`src/hw/ccs_pkg.sv`:
```
// constants shared by the cpu clock select and divider block
package ccs_pkg;
	localparam logic [7:0] PCC_RESET = 8'h00;
	localparam int HS_STOP_BIT = 7;
	localparam int FB_RES_OFF_BIT = 6;
	localparam int ON_SUB_BIT = 5;
	localparam int SUB_SEL_BIT = 4;
	localparam int ZERO_BIT = 3;
	localparam int DIV_MSB = 2;
	localparam int DIV_WIDTH = 3;
	localparam logic [2:0] DIV_MAX_CODE = 3'h4;
	localparam logic [2:0] SUB_DIV_CODE = 3'h1;
	localparam logic [2:0] DIV_RESET = 3'h0;
	localparam logic APP_SUB_RESET = 1'b0;
	localparam logic APP_MAIN_RESET = 1'b0;
	localparam int CNT_WIDTH = 4;
	localparam logic [3:0] CNT_RESET = 4'h0;
	localparam int OSC_CHANNELS = 3;
	localparam int OSC_HS = 0;
	localparam int OSC_INT = 1;
	localparam int OSC_SUB = 2;
	localparam logic [2:0] SYNC_RESET = 3'h0;
	localparam real CLK_PERIOD_NS = 20.0;
	localparam int INSTR_CPU_CLOCKS = 2;
	typedef enum logic [0:0] {ST_RUN, ST_WAIT_LOW} ccs_sw_state_t;
endpackage

```
`src/hw/ccs_osc_sync.sv`:
```
// three-stage sampler and change detector for the oscillator inputs
`timescale 1ns/10ps
module ccs_osc_sync (
	input wire logic mclk,
	input wire logic rst_n,
	input wire logic [ccs_pkg::OSC_CHANNELS-1:0] osc_in,
	output logic [ccs_pkg::OSC_CHANNELS-1:0] osc_level,
	output logic [ccs_pkg::OSC_CHANNELS-1:0] osc_change
);
	genvar g;
	generate
		for (g = 0; g < ccs_pkg::OSC_CHANNELS; g = g + 1) begin : g_ch
			logic [2:0] stg_r;
			logic lvl_r;
			logic chg_r;
			// first stage feeds only the second
			always_ff @(posedge mclk or negedge rst_n) begin
				if (!rst_n) begin
					stg_r <= ccs_pkg::SYNC_RESET;
				end else begin
					stg_r <= {stg_r[1:0], osc_in[g]};
				end
			end
			// accept a change only once stages two and three agree
			always_ff @(posedge mclk or negedge rst_n) begin
				if (!rst_n) begin
					lvl_r <= 1'b0;
					chg_r <= 1'b0;
				end else begin
					chg_r <= (stg_r[1] == stg_r[2]) && (stg_r[2] != lvl_r);
					if (stg_r[1] == stg_r[2]) begin
						lvl_r <= stg_r[2];
					end
				end
			end
			assign osc_level[g] = lvl_r;
			assign osc_change[g] = chg_r;
		end
	endgenerate
endmodule

```
`src/hw/ccs_clock_ctrl.sv`:
```
// processor clock control register with cpu clock source select and divider
`timescale 1ns/10ps
module ccs_clock_ctrl (
	input wire logic mclk,
	input wire logic rst_n,
	input wire logic wr_byte,
	input wire logic [7:0] wr_data,
	input wire logic wr_bit,
	input wire logic [2:0] wr_bit_idx,
	input wire logic wr_bit_val,
	output logic [7:0] rd_data,
	input wire logic main_clock_select,
	input wire logic main_osc_stop,
	input wire logic hs_osc_in,
	input wire logic int_osc_in,
	input wire logic sub_osc_in,
	output logic main_clock_status,
	output logic hs_osc_stop,
	output logic feedback_resistor_off,
	output logic cpu_clk,
	output logic cpu_tick,
	output logic instr_slot
);
	// stored bits; bit 5 and bit 3 are never stored
	logic [7:0] pcc_r;
	logic [7:0] pcc_nxt;
	logic [7:0] rd_data_r;

	// configuration the divider is running now
	logic app_sub_r;
	logic app_main_r;
	logic [2:0] app_div_r;

	ccs_pkg::ccs_sw_state_t sw_state_r;
	ccs_pkg::ccs_sw_state_t sw_state_nxt;

	logic [ccs_pkg::CNT_WIDTH-1:0] cnt_r;
	logic cpu_clk_r;
	logic cpu_tick_r;
	logic instr_phase_r;
	logic instr_slot_r;
	logic hs_stop_r;
	logic fb_off_r;
	logic mcs_r;

	logic [ccs_pkg::OSC_CHANNELS-1:0] osc_change;
	logic rise;
	logic on_int;
	logic src_evt;
	logic [ccs_pkg::CNT_WIDTH-1:0] lim;
	logic toggle;
	logic req_legal;
	logic req_differs;
	logic apply;

	// source edges after three-stage sampling
	// levels unused: only transitions drive the divider
	ccs_osc_sync u_sync (
		.mclk(mclk),
		.rst_n(rst_n),
		.osc_in({sub_osc_in, int_osc_in, hs_osc_in}),
		.osc_level(),
		.osc_change(osc_change)
	);

	// half period of the cpu clock, counted in source transitions, minus one
	// both source edges count, so a limit of zero passes the source through
	function automatic logic [ccs_pkg::CNT_WIDTH-1:0] div_limit(input logic sub, input logic [2:0] code);
		logic [2:0] eff;
		eff = sub ? ccs_pkg::SUB_DIV_CODE : code;
		case (eff)
			3'h0: div_limit = 4'h0;
			3'h1: div_limit = 4'h1;
			3'h2: div_limit = 4'h3;
			3'h3: div_limit = 4'h7;
			default: div_limit = 4'hf;
		endcase
	endfunction

	// divider codes above 100 are refused in both source modes
	// refused codes stay stored, so readback shows what software wrote
	function automatic logic cfg_legal(input logic [2:0] code);
		cfg_legal = (code <= ccs_pkg::DIV_MAX_CODE);
	endfunction

	// a write may never store bit 5 or bit 3
	function automatic logic bit_writable(input logic [2:0] idx);
		bit_writable = (idx != 3'(ccs_pkg::ON_SUB_BIT)) && (idx != 3'(ccs_pkg::ZERO_BIT));
	endfunction

	always_comb begin
		pcc_nxt = pcc_r;
		if (wr_byte) begin
			pcc_nxt = wr_data;
		end else if (wr_bit && bit_writable(wr_bit_idx)) begin
			pcc_nxt[wr_bit_idx] = wr_bit_val;
		end
		pcc_nxt[ccs_pkg::ZERO_BIT] = 1'b0;
		// status bit is built at readback, never stored
		pcc_nxt[ccs_pkg::ON_SUB_BIT] = 1'b0;
	end

	always_ff @(posedge mclk or negedge rst_n) begin
		if (!rst_n) begin
			pcc_r <= ccs_pkg::PCC_RESET;
		end else begin
			pcc_r <= pcc_nxt;
		end
	end

	// status bit shows the applied source, not the request
	// readback lags the register by one cycle
	always_ff @(posedge mclk or negedge rst_n) begin
		if (!rst_n) begin
			rd_data_r <= ccs_pkg::PCC_RESET;
		end else begin
			rd_data_r <= {pcc_r[ccs_pkg::HS_STOP_BIT], pcc_r[ccs_pkg::FB_RES_OFF_BIT], app_sub_r,
				pcc_r[ccs_pkg::SUB_SEL_BIT], 1'b0, pcc_r[ccs_pkg::DIV_MSB:0]};
		end
	end

	// main clock picks high-speed or internal source
	// every source edge, rising or falling, advances the divider
	always_comb begin
		on_int = !app_sub_r && !app_main_r;
		if (app_sub_r) begin
			src_evt = osc_change[ccs_pkg::OSC_SUB];
		end else if (app_main_r) begin
			src_evt = osc_change[ccs_pkg::OSC_HS];
		end else begin
			src_evt = osc_change[ccs_pkg::OSC_INT];
		end
		lim = div_limit(app_sub_r, app_div_r);
		toggle = src_evt && (cnt_r == lim);
		// rising cpu clock edge at the next mclk edge
		rise = toggle && !cpu_clk_r;
	end

	always_comb begin
		req_legal = cfg_legal(pcc_r[ccs_pkg::DIV_MSB:0]);
		// div code ignored on subsystem, which always runs at half rate
		req_differs = (pcc_r[ccs_pkg::SUB_SEL_BIT] != app_sub_r)
			|| (main_clock_select != app_main_r)
			|| (!pcc_r[ccs_pkg::SUB_SEL_BIT] && (pcc_r[ccs_pkg::DIV_MSB:0] != app_div_r));
		// adopt only on the falling cpu clock edge
		apply = (sw_state_r == ccs_pkg::ST_WAIT_LOW) && toggle && cpu_clk_r;
	end

	// switch sequencing
	// limitation: a stopped old source leaves the switch waiting
	always_comb begin
		sw_state_nxt = sw_state_r;
		case (sw_state_r)
			ccs_pkg::ST_RUN: begin
				if (req_differs && req_legal) begin
					sw_state_nxt = ccs_pkg::ST_WAIT_LOW;
				end
			end
			ccs_pkg::ST_WAIT_LOW: begin
				// a request withdrawn while waiting simply cancels
				if (apply || !req_differs || !req_legal) begin
					sw_state_nxt = ccs_pkg::ST_RUN;
				end
			end
			default: begin
				sw_state_nxt = ccs_pkg::ST_RUN;
			end
		endcase
	end

	// wait state register
	always_ff @(posedge mclk or negedge rst_n) begin
		if (!rst_n) begin
			sw_state_r <= ccs_pkg::ST_RUN;
		end else begin
			sw_state_r <= sw_state_nxt;
		end
	end

	// applied source and ratio
	// main select captured too, so status and source move together
	always_ff @(posedge mclk or negedge rst_n) begin
		if (!rst_n) begin
			app_sub_r <= ccs_pkg::APP_SUB_RESET;
			app_main_r <= ccs_pkg::APP_MAIN_RESET;
			app_div_r <= ccs_pkg::DIV_RESET;
		end else if (apply) begin
			app_sub_r <= pcc_r[ccs_pkg::SUB_SEL_BIT];
			app_main_r <= main_clock_select;
			app_div_r <= pcc_r[ccs_pkg::DIV_MSB:0];
		end
	end

	// restart the count so the new low phase is a full half period
	always_ff @(posedge mclk or negedge rst_n) begin
		if (!rst_n) begin
			cnt_r <= ccs_pkg::CNT_RESET;
		end else if (apply || toggle) begin
			cnt_r <= ccs_pkg::CNT_RESET;
		end else if (src_evt) begin
			cnt_r <= cnt_r + 4'h1;
		end
	end

	// cpu clock toggles every lim+1 source transitions
	always_ff @(posedge mclk or negedge rst_n) begin
		if (!rst_n) begin
			cpu_clk_r <= 1'b0;
		end else if (toggle) begin
			cpu_clk_r <= !cpu_clk_r;
		end
	end

	// tick on each rising cpu clock
	always_ff @(posedge mclk or negedge rst_n) begin
		if (!rst_n) begin
			cpu_tick_r <= 1'b0;
		end else begin
			cpu_tick_r <= rise;
		end
	end

	// instruction phase flips per rising edge
	always_ff @(posedge mclk or negedge rst_n) begin
		if (!rst_n) begin
			instr_phase_r <= 1'b0;
		end else if (rise) begin
			instr_phase_r <= !instr_phase_r;
		end
	end

	// one slot per two cpu clock rising edges
	always_ff @(posedge mclk or negedge rst_n) begin
		if (!rst_n) begin
			instr_slot_r <= 1'b0;
		end else begin
			instr_slot_r <= rise && instr_phase_r;
		end
	end

	// stop request; ignored on internal clock, main stop input acts there
	always_ff @(posedge mclk or negedge rst_n) begin
		if (!rst_n) begin
			hs_stop_r <= 1'b0;
		end else if (on_int) begin
			hs_stop_r <= main_osc_stop;
		end else begin
			hs_stop_r <= pcc_r[ccs_pkg::HS_STOP_BIT];
		end
	end

	always_ff @(posedge mclk or negedge rst_n) begin
		if (!rst_n) begin
			fb_off_r <= 1'b0;
		end else begin
			fb_off_r <= pcc_r[ccs_pkg::FB_RES_OFF_BIT];
		end
	end

	// status follows the main source in use
	// lags the switch by one cycle, like the status bit
	always_ff @(posedge mclk or negedge rst_n) begin
		if (!rst_n) begin
			mcs_r <= 1'b0;
		end else begin
			mcs_r <= app_main_r;
		end
	end

	// every output is a flop wired straight out
	assign rd_data = rd_data_r;
	assign main_clock_status = mcs_r;
	assign hs_osc_stop = hs_stop_r;
	assign feedback_resistor_off = fb_off_r;
	assign cpu_clk = cpu_clk_r;
	assign cpu_tick = cpu_tick_r;
	assign instr_slot = instr_slot_r;
endmodule

```
`config.mk`:
```
export PLATFORM = sky130hd
export DESIGN_NAME = ccs_clock_ctrl
export DESIGN_NICKNAME = d
export VERILOG_FILES = /design/src/hw/ccs_pkg.sv /design/src/hw/ccs_osc_sync.sv /design/src/hw/ccs_clock_ctrl.sv
export SDC_FILE = /design/constraint.sdc
export NUM_CORES = 1
export LEC_CHECK = 0
export BUFFER_PORTS_ARGS = -buffer_cell sky130_fd_sc_hd__buf_4
export CORE_ASPECT_RATIO = 0.9
export CORE_UTILIZATION = 52
export CTS_CLUSTER_DIAMETER = 60
export CTS_CLUSTER_SIZE = 14
export DETAILED_ROUTE_END_ITERATION = 7
export PLACE_DENSITY_LB_ADDON = 0.25
export SYNTH_ARGS = -nofsm -noshare
export SYNTH_HDL_FRONTEND = slang
export SYNTH_SLANG_ARGS = --single-unit
```
`constraint.sdc`:
```
create_clock -name mclk -period 1.9 [get_ports mclk]
set_input_delay 0.475 -clock mclk [delete_from_list [all_inputs] [get_ports mclk]]
set_output_delay 0.475 -clock mclk [all_outputs]
set_load 0.005 [all_outputs]
```
==> flow_summary.toml <==
[drt]
drtPass1Iterations = 4
wirelength_mm = 3.01
postRouteAntennaNets = 0
avgRoutedWirePerCell_um = 13.4
routed_via_density = 5.35
drtIter0Drc = 53
drc = 0
dr_total_vias = 1204

[worst_setup_path]
cp.required_ns = 2.08
path_class = "reg -> reg"
crit_chain = "inv_1 -> mux2_4 -> and4_4 -> nand2_4 -> mux2_2"
crit_path_max_incr_delay_ns = 0.50
cp-start-kind = "flop"
reg2reg_to = "app_div_r[2]$_DFFE_PN0P_"
slowest_stage = "dfrtp_1"
r2r_slack_ns = 0.12
r2r_start = "app_sub_r$_DFFE_PN0P_"
critPathCaptureType = "flop"
critPathArrivalTime_ns = 1.96
worstPathMaxFanout = 8
r2r_cells = 5

[placed_design]
dpl.hpwl_mm = 2.14
portBuffers = 31
place_congestion = 0.812

[clock_tree]
htreeDepth = 2
insertion_delay_ns = 0.29
cts_tree = "built"
clk_pin_slew_worst_paths_ns = 0.08
cts_setup_buffers = 0
clock_sinks = 44
clock_path_buffers = 2
clock-root-buffer = "clkbuf_8"
ctsHoldBuffers = 0
cts-resized-gates = 0
cts_buffers = 5

[global_routing]
grt_max_degree = 45
grtUsageTotal_pct = 18.5
grt_pass1_wl_mm = 5.05
grt_pass1_vias = 1111
overflow = 0
grt_antenna_before_repair = 0

[power_and_ir_drop]
p_leak_nw = 1.02
peakVddDrop_mv = 0.638
p_per_area_nw_per_um2 = 1220

[logic_synthesis]
async_flop_share_pct = 100
synth_top_area_cell = "dfrtp_1"
syn_inst = 144
ys_top_cells_by_area = "dfrtp_1, mux2_2, nand2_1, o21ai_0, xor2_1"
ys_seq_area_share_pct = 60.3
postSynthNetCount = 166
synthDistinctLibCells = 36
ys.flop_type = "dfrtp_1"
ys_seq_elements = 44
yosys_warnings = 0
synth.avg_cell_area_sq_um = 12.7
synth_edf_count = 0
synth_top_area_share_pct = 60.3
syn-cell-area_sq_um = 1830

[finish]
area_growth_pct = 20.4
layout_commonest_cell = "dfrtp_1"
nets = 202
utilization_pct = 65.6
layout-drive-gt1-share_pct = 32.0
final_cell_mix = "dfrtp_1, buf_4, nand2_1"
nFillCells = 262
antennaDiodeCount = 0

[timing]
fmax_mhz = 561
max-slew-margin-rel_pct = 64.9
setup_tns_ns = 0
drv_slew = 0
tightestPinTransition_ns = 0.526
finalSetupViolCount = 0
period_minus_slack_ns = 1.78
hold_slack_ns = 0.163
rsz0062_at_grt = "false"
fin_skew_ns = 0.00243
period_share_pct = 93.9
hold_viol = 0

[floorplan]
fp.coreArea_sq_um = 3350
initial_utilization_pct = 54.5
die_y_um = 58.2
fp.dieW_um = 64.5
rows = 20
die-area_sq_um = 3750
pin_count = 35

[flow_run]
cap_violations = 0

[worst_hold_path]
holdCritPathClass = "in -> async"

[status]
status = "finished clean"
[worst max path at each step]
| stage | from | endpoint | slack (ns) | cells past startpoint |
|---|---|---|---|---|
| after floorplan | app_main_r$_DFFE_PN0P_ | app_div_r[0]$_DFFE_PN0P_ | 0.14 | 5 |
| after global placement | app_main_r$_DFFE_PN0P_ | app_div_r[2]$_DFFE_PN0P_ | 0.16 | 5 |
| after detailed placement | app_sub_r$_DFFE_PN0P_ | app_div_r[1]$_DFFE_PN0P_ | 0.14 | 5 |
| after CTS | app_sub_r$_DFFE_PN0P_ | app_div_r[2]$_DFFE_PN0P_ | 0.11 | 5 |
| after global routing | app_sub_r$_DFFE_PN0P_ | app_div_r[2]$_DFFE_PN0P_ | 0.04 | 5 |
| final | app_sub_r$_DFFE_PN0P_ | app_div_r[2]$_DFFE_PN0P_ | 0.12 | 5 |
[layer usage]
layer / track usage [%] / part of all wire (%) / vias to the layer above
met3: 4.72 / 4.2 / 8
li1: - / - / 568
met4: 10.2 / 1.7 / 0
met1: 23.8 / 44 / 596
met2: 28.9 / 50 / 32
met5: 0 / 0 / -
[flip-flops by register name (all words and copies together) (netlist names), 3 cells and up]
| name | cells |
|---|---|
| pcc_r | 6 |
| app_div_r | 3 |
| u_sync.g_ch.stg_r | 9 |
| rd_data | 7 |
| u_sync.g_ch.chg_r | 3 |
| u_sync.g_ch.lvl_r | 3 |
| cnt_r | 4 |
[where the power goes]
part	switching (mW)	internal, mW
registers	0.191	1.13
logic	0.355	0.415
clock network	0.298	0.295
total	0.844	1.84
[worst max-delay path, delay by kind of cell, from the launching register on]
family        cells  cell delay (ns)
flops             1             0.50
simple gates      2             0.31
mux               2             0.70
buf+inv           1             0.15
[cell families (layout without fill, tap and decap cells)]
group                    after synthesis  in the layout  synth area share [%]
buffers and inverters                  5             42                  1.51
multiplexers                          17             17                  10.8
AND/OR/NAND/NOR                       46             46                  14.6
AO/OA/AOI/OAI                         18             18                  6.03
flip-flops                            44             44                  60.3
adder cells (fa/ha/maj)                4              4                  2.33
XOR/XNOR                               9              9                  4.32
other                                  1              1                 0.205
[Yosys cell counts (2+ instances only)]
library cell,number
buf_4,2
nand2b_1,2
nand2_1,16
mux2_4,3
xor2_1,6
nor3_1,5
a21oi_1,2
nor3b_1,3
xnor2_1,3
nand4_1,2
maj3_1,3
o21ai_0,11
nor2_1,7
mux2i_1,5
nor2b_1,2
mux2_2,9
dfrtp_1,44
[final cells by class]
| type | count | area (sq um) | area share [%] |
|---|---|---|---|
| timing repair buffer | 33 | 248 | 11.3 |
| multi-input combinational | 95 | 698 | 31.7 |
| inverter | 1 | 3.75 | 0.171 |
| clock buffer | 7 | 86.3 | 3.92 |
| sequential | 44 | 1100 | 50.1 |
| tap | 44 | 55.1 | 2.50 |
| clock inverter | 1 | 7.51 | 0.341 |
[through the flow]
step	instances	total power, mW	area, sq um	setup slack, ns
6_report	225	2.68	2200	0.117
4_1_cts	225	2.71	2200	0.111
2_1_floorplan	144	1.83	1830	0.140
3_3_place_gp	217	2.06	2110	0.161
5_1_grt	225	2.84	2200	0.0351
3_5_place_dp	217	2.11	2110	0.136
No activity file was read; power rests on OpenSTA's default activity.
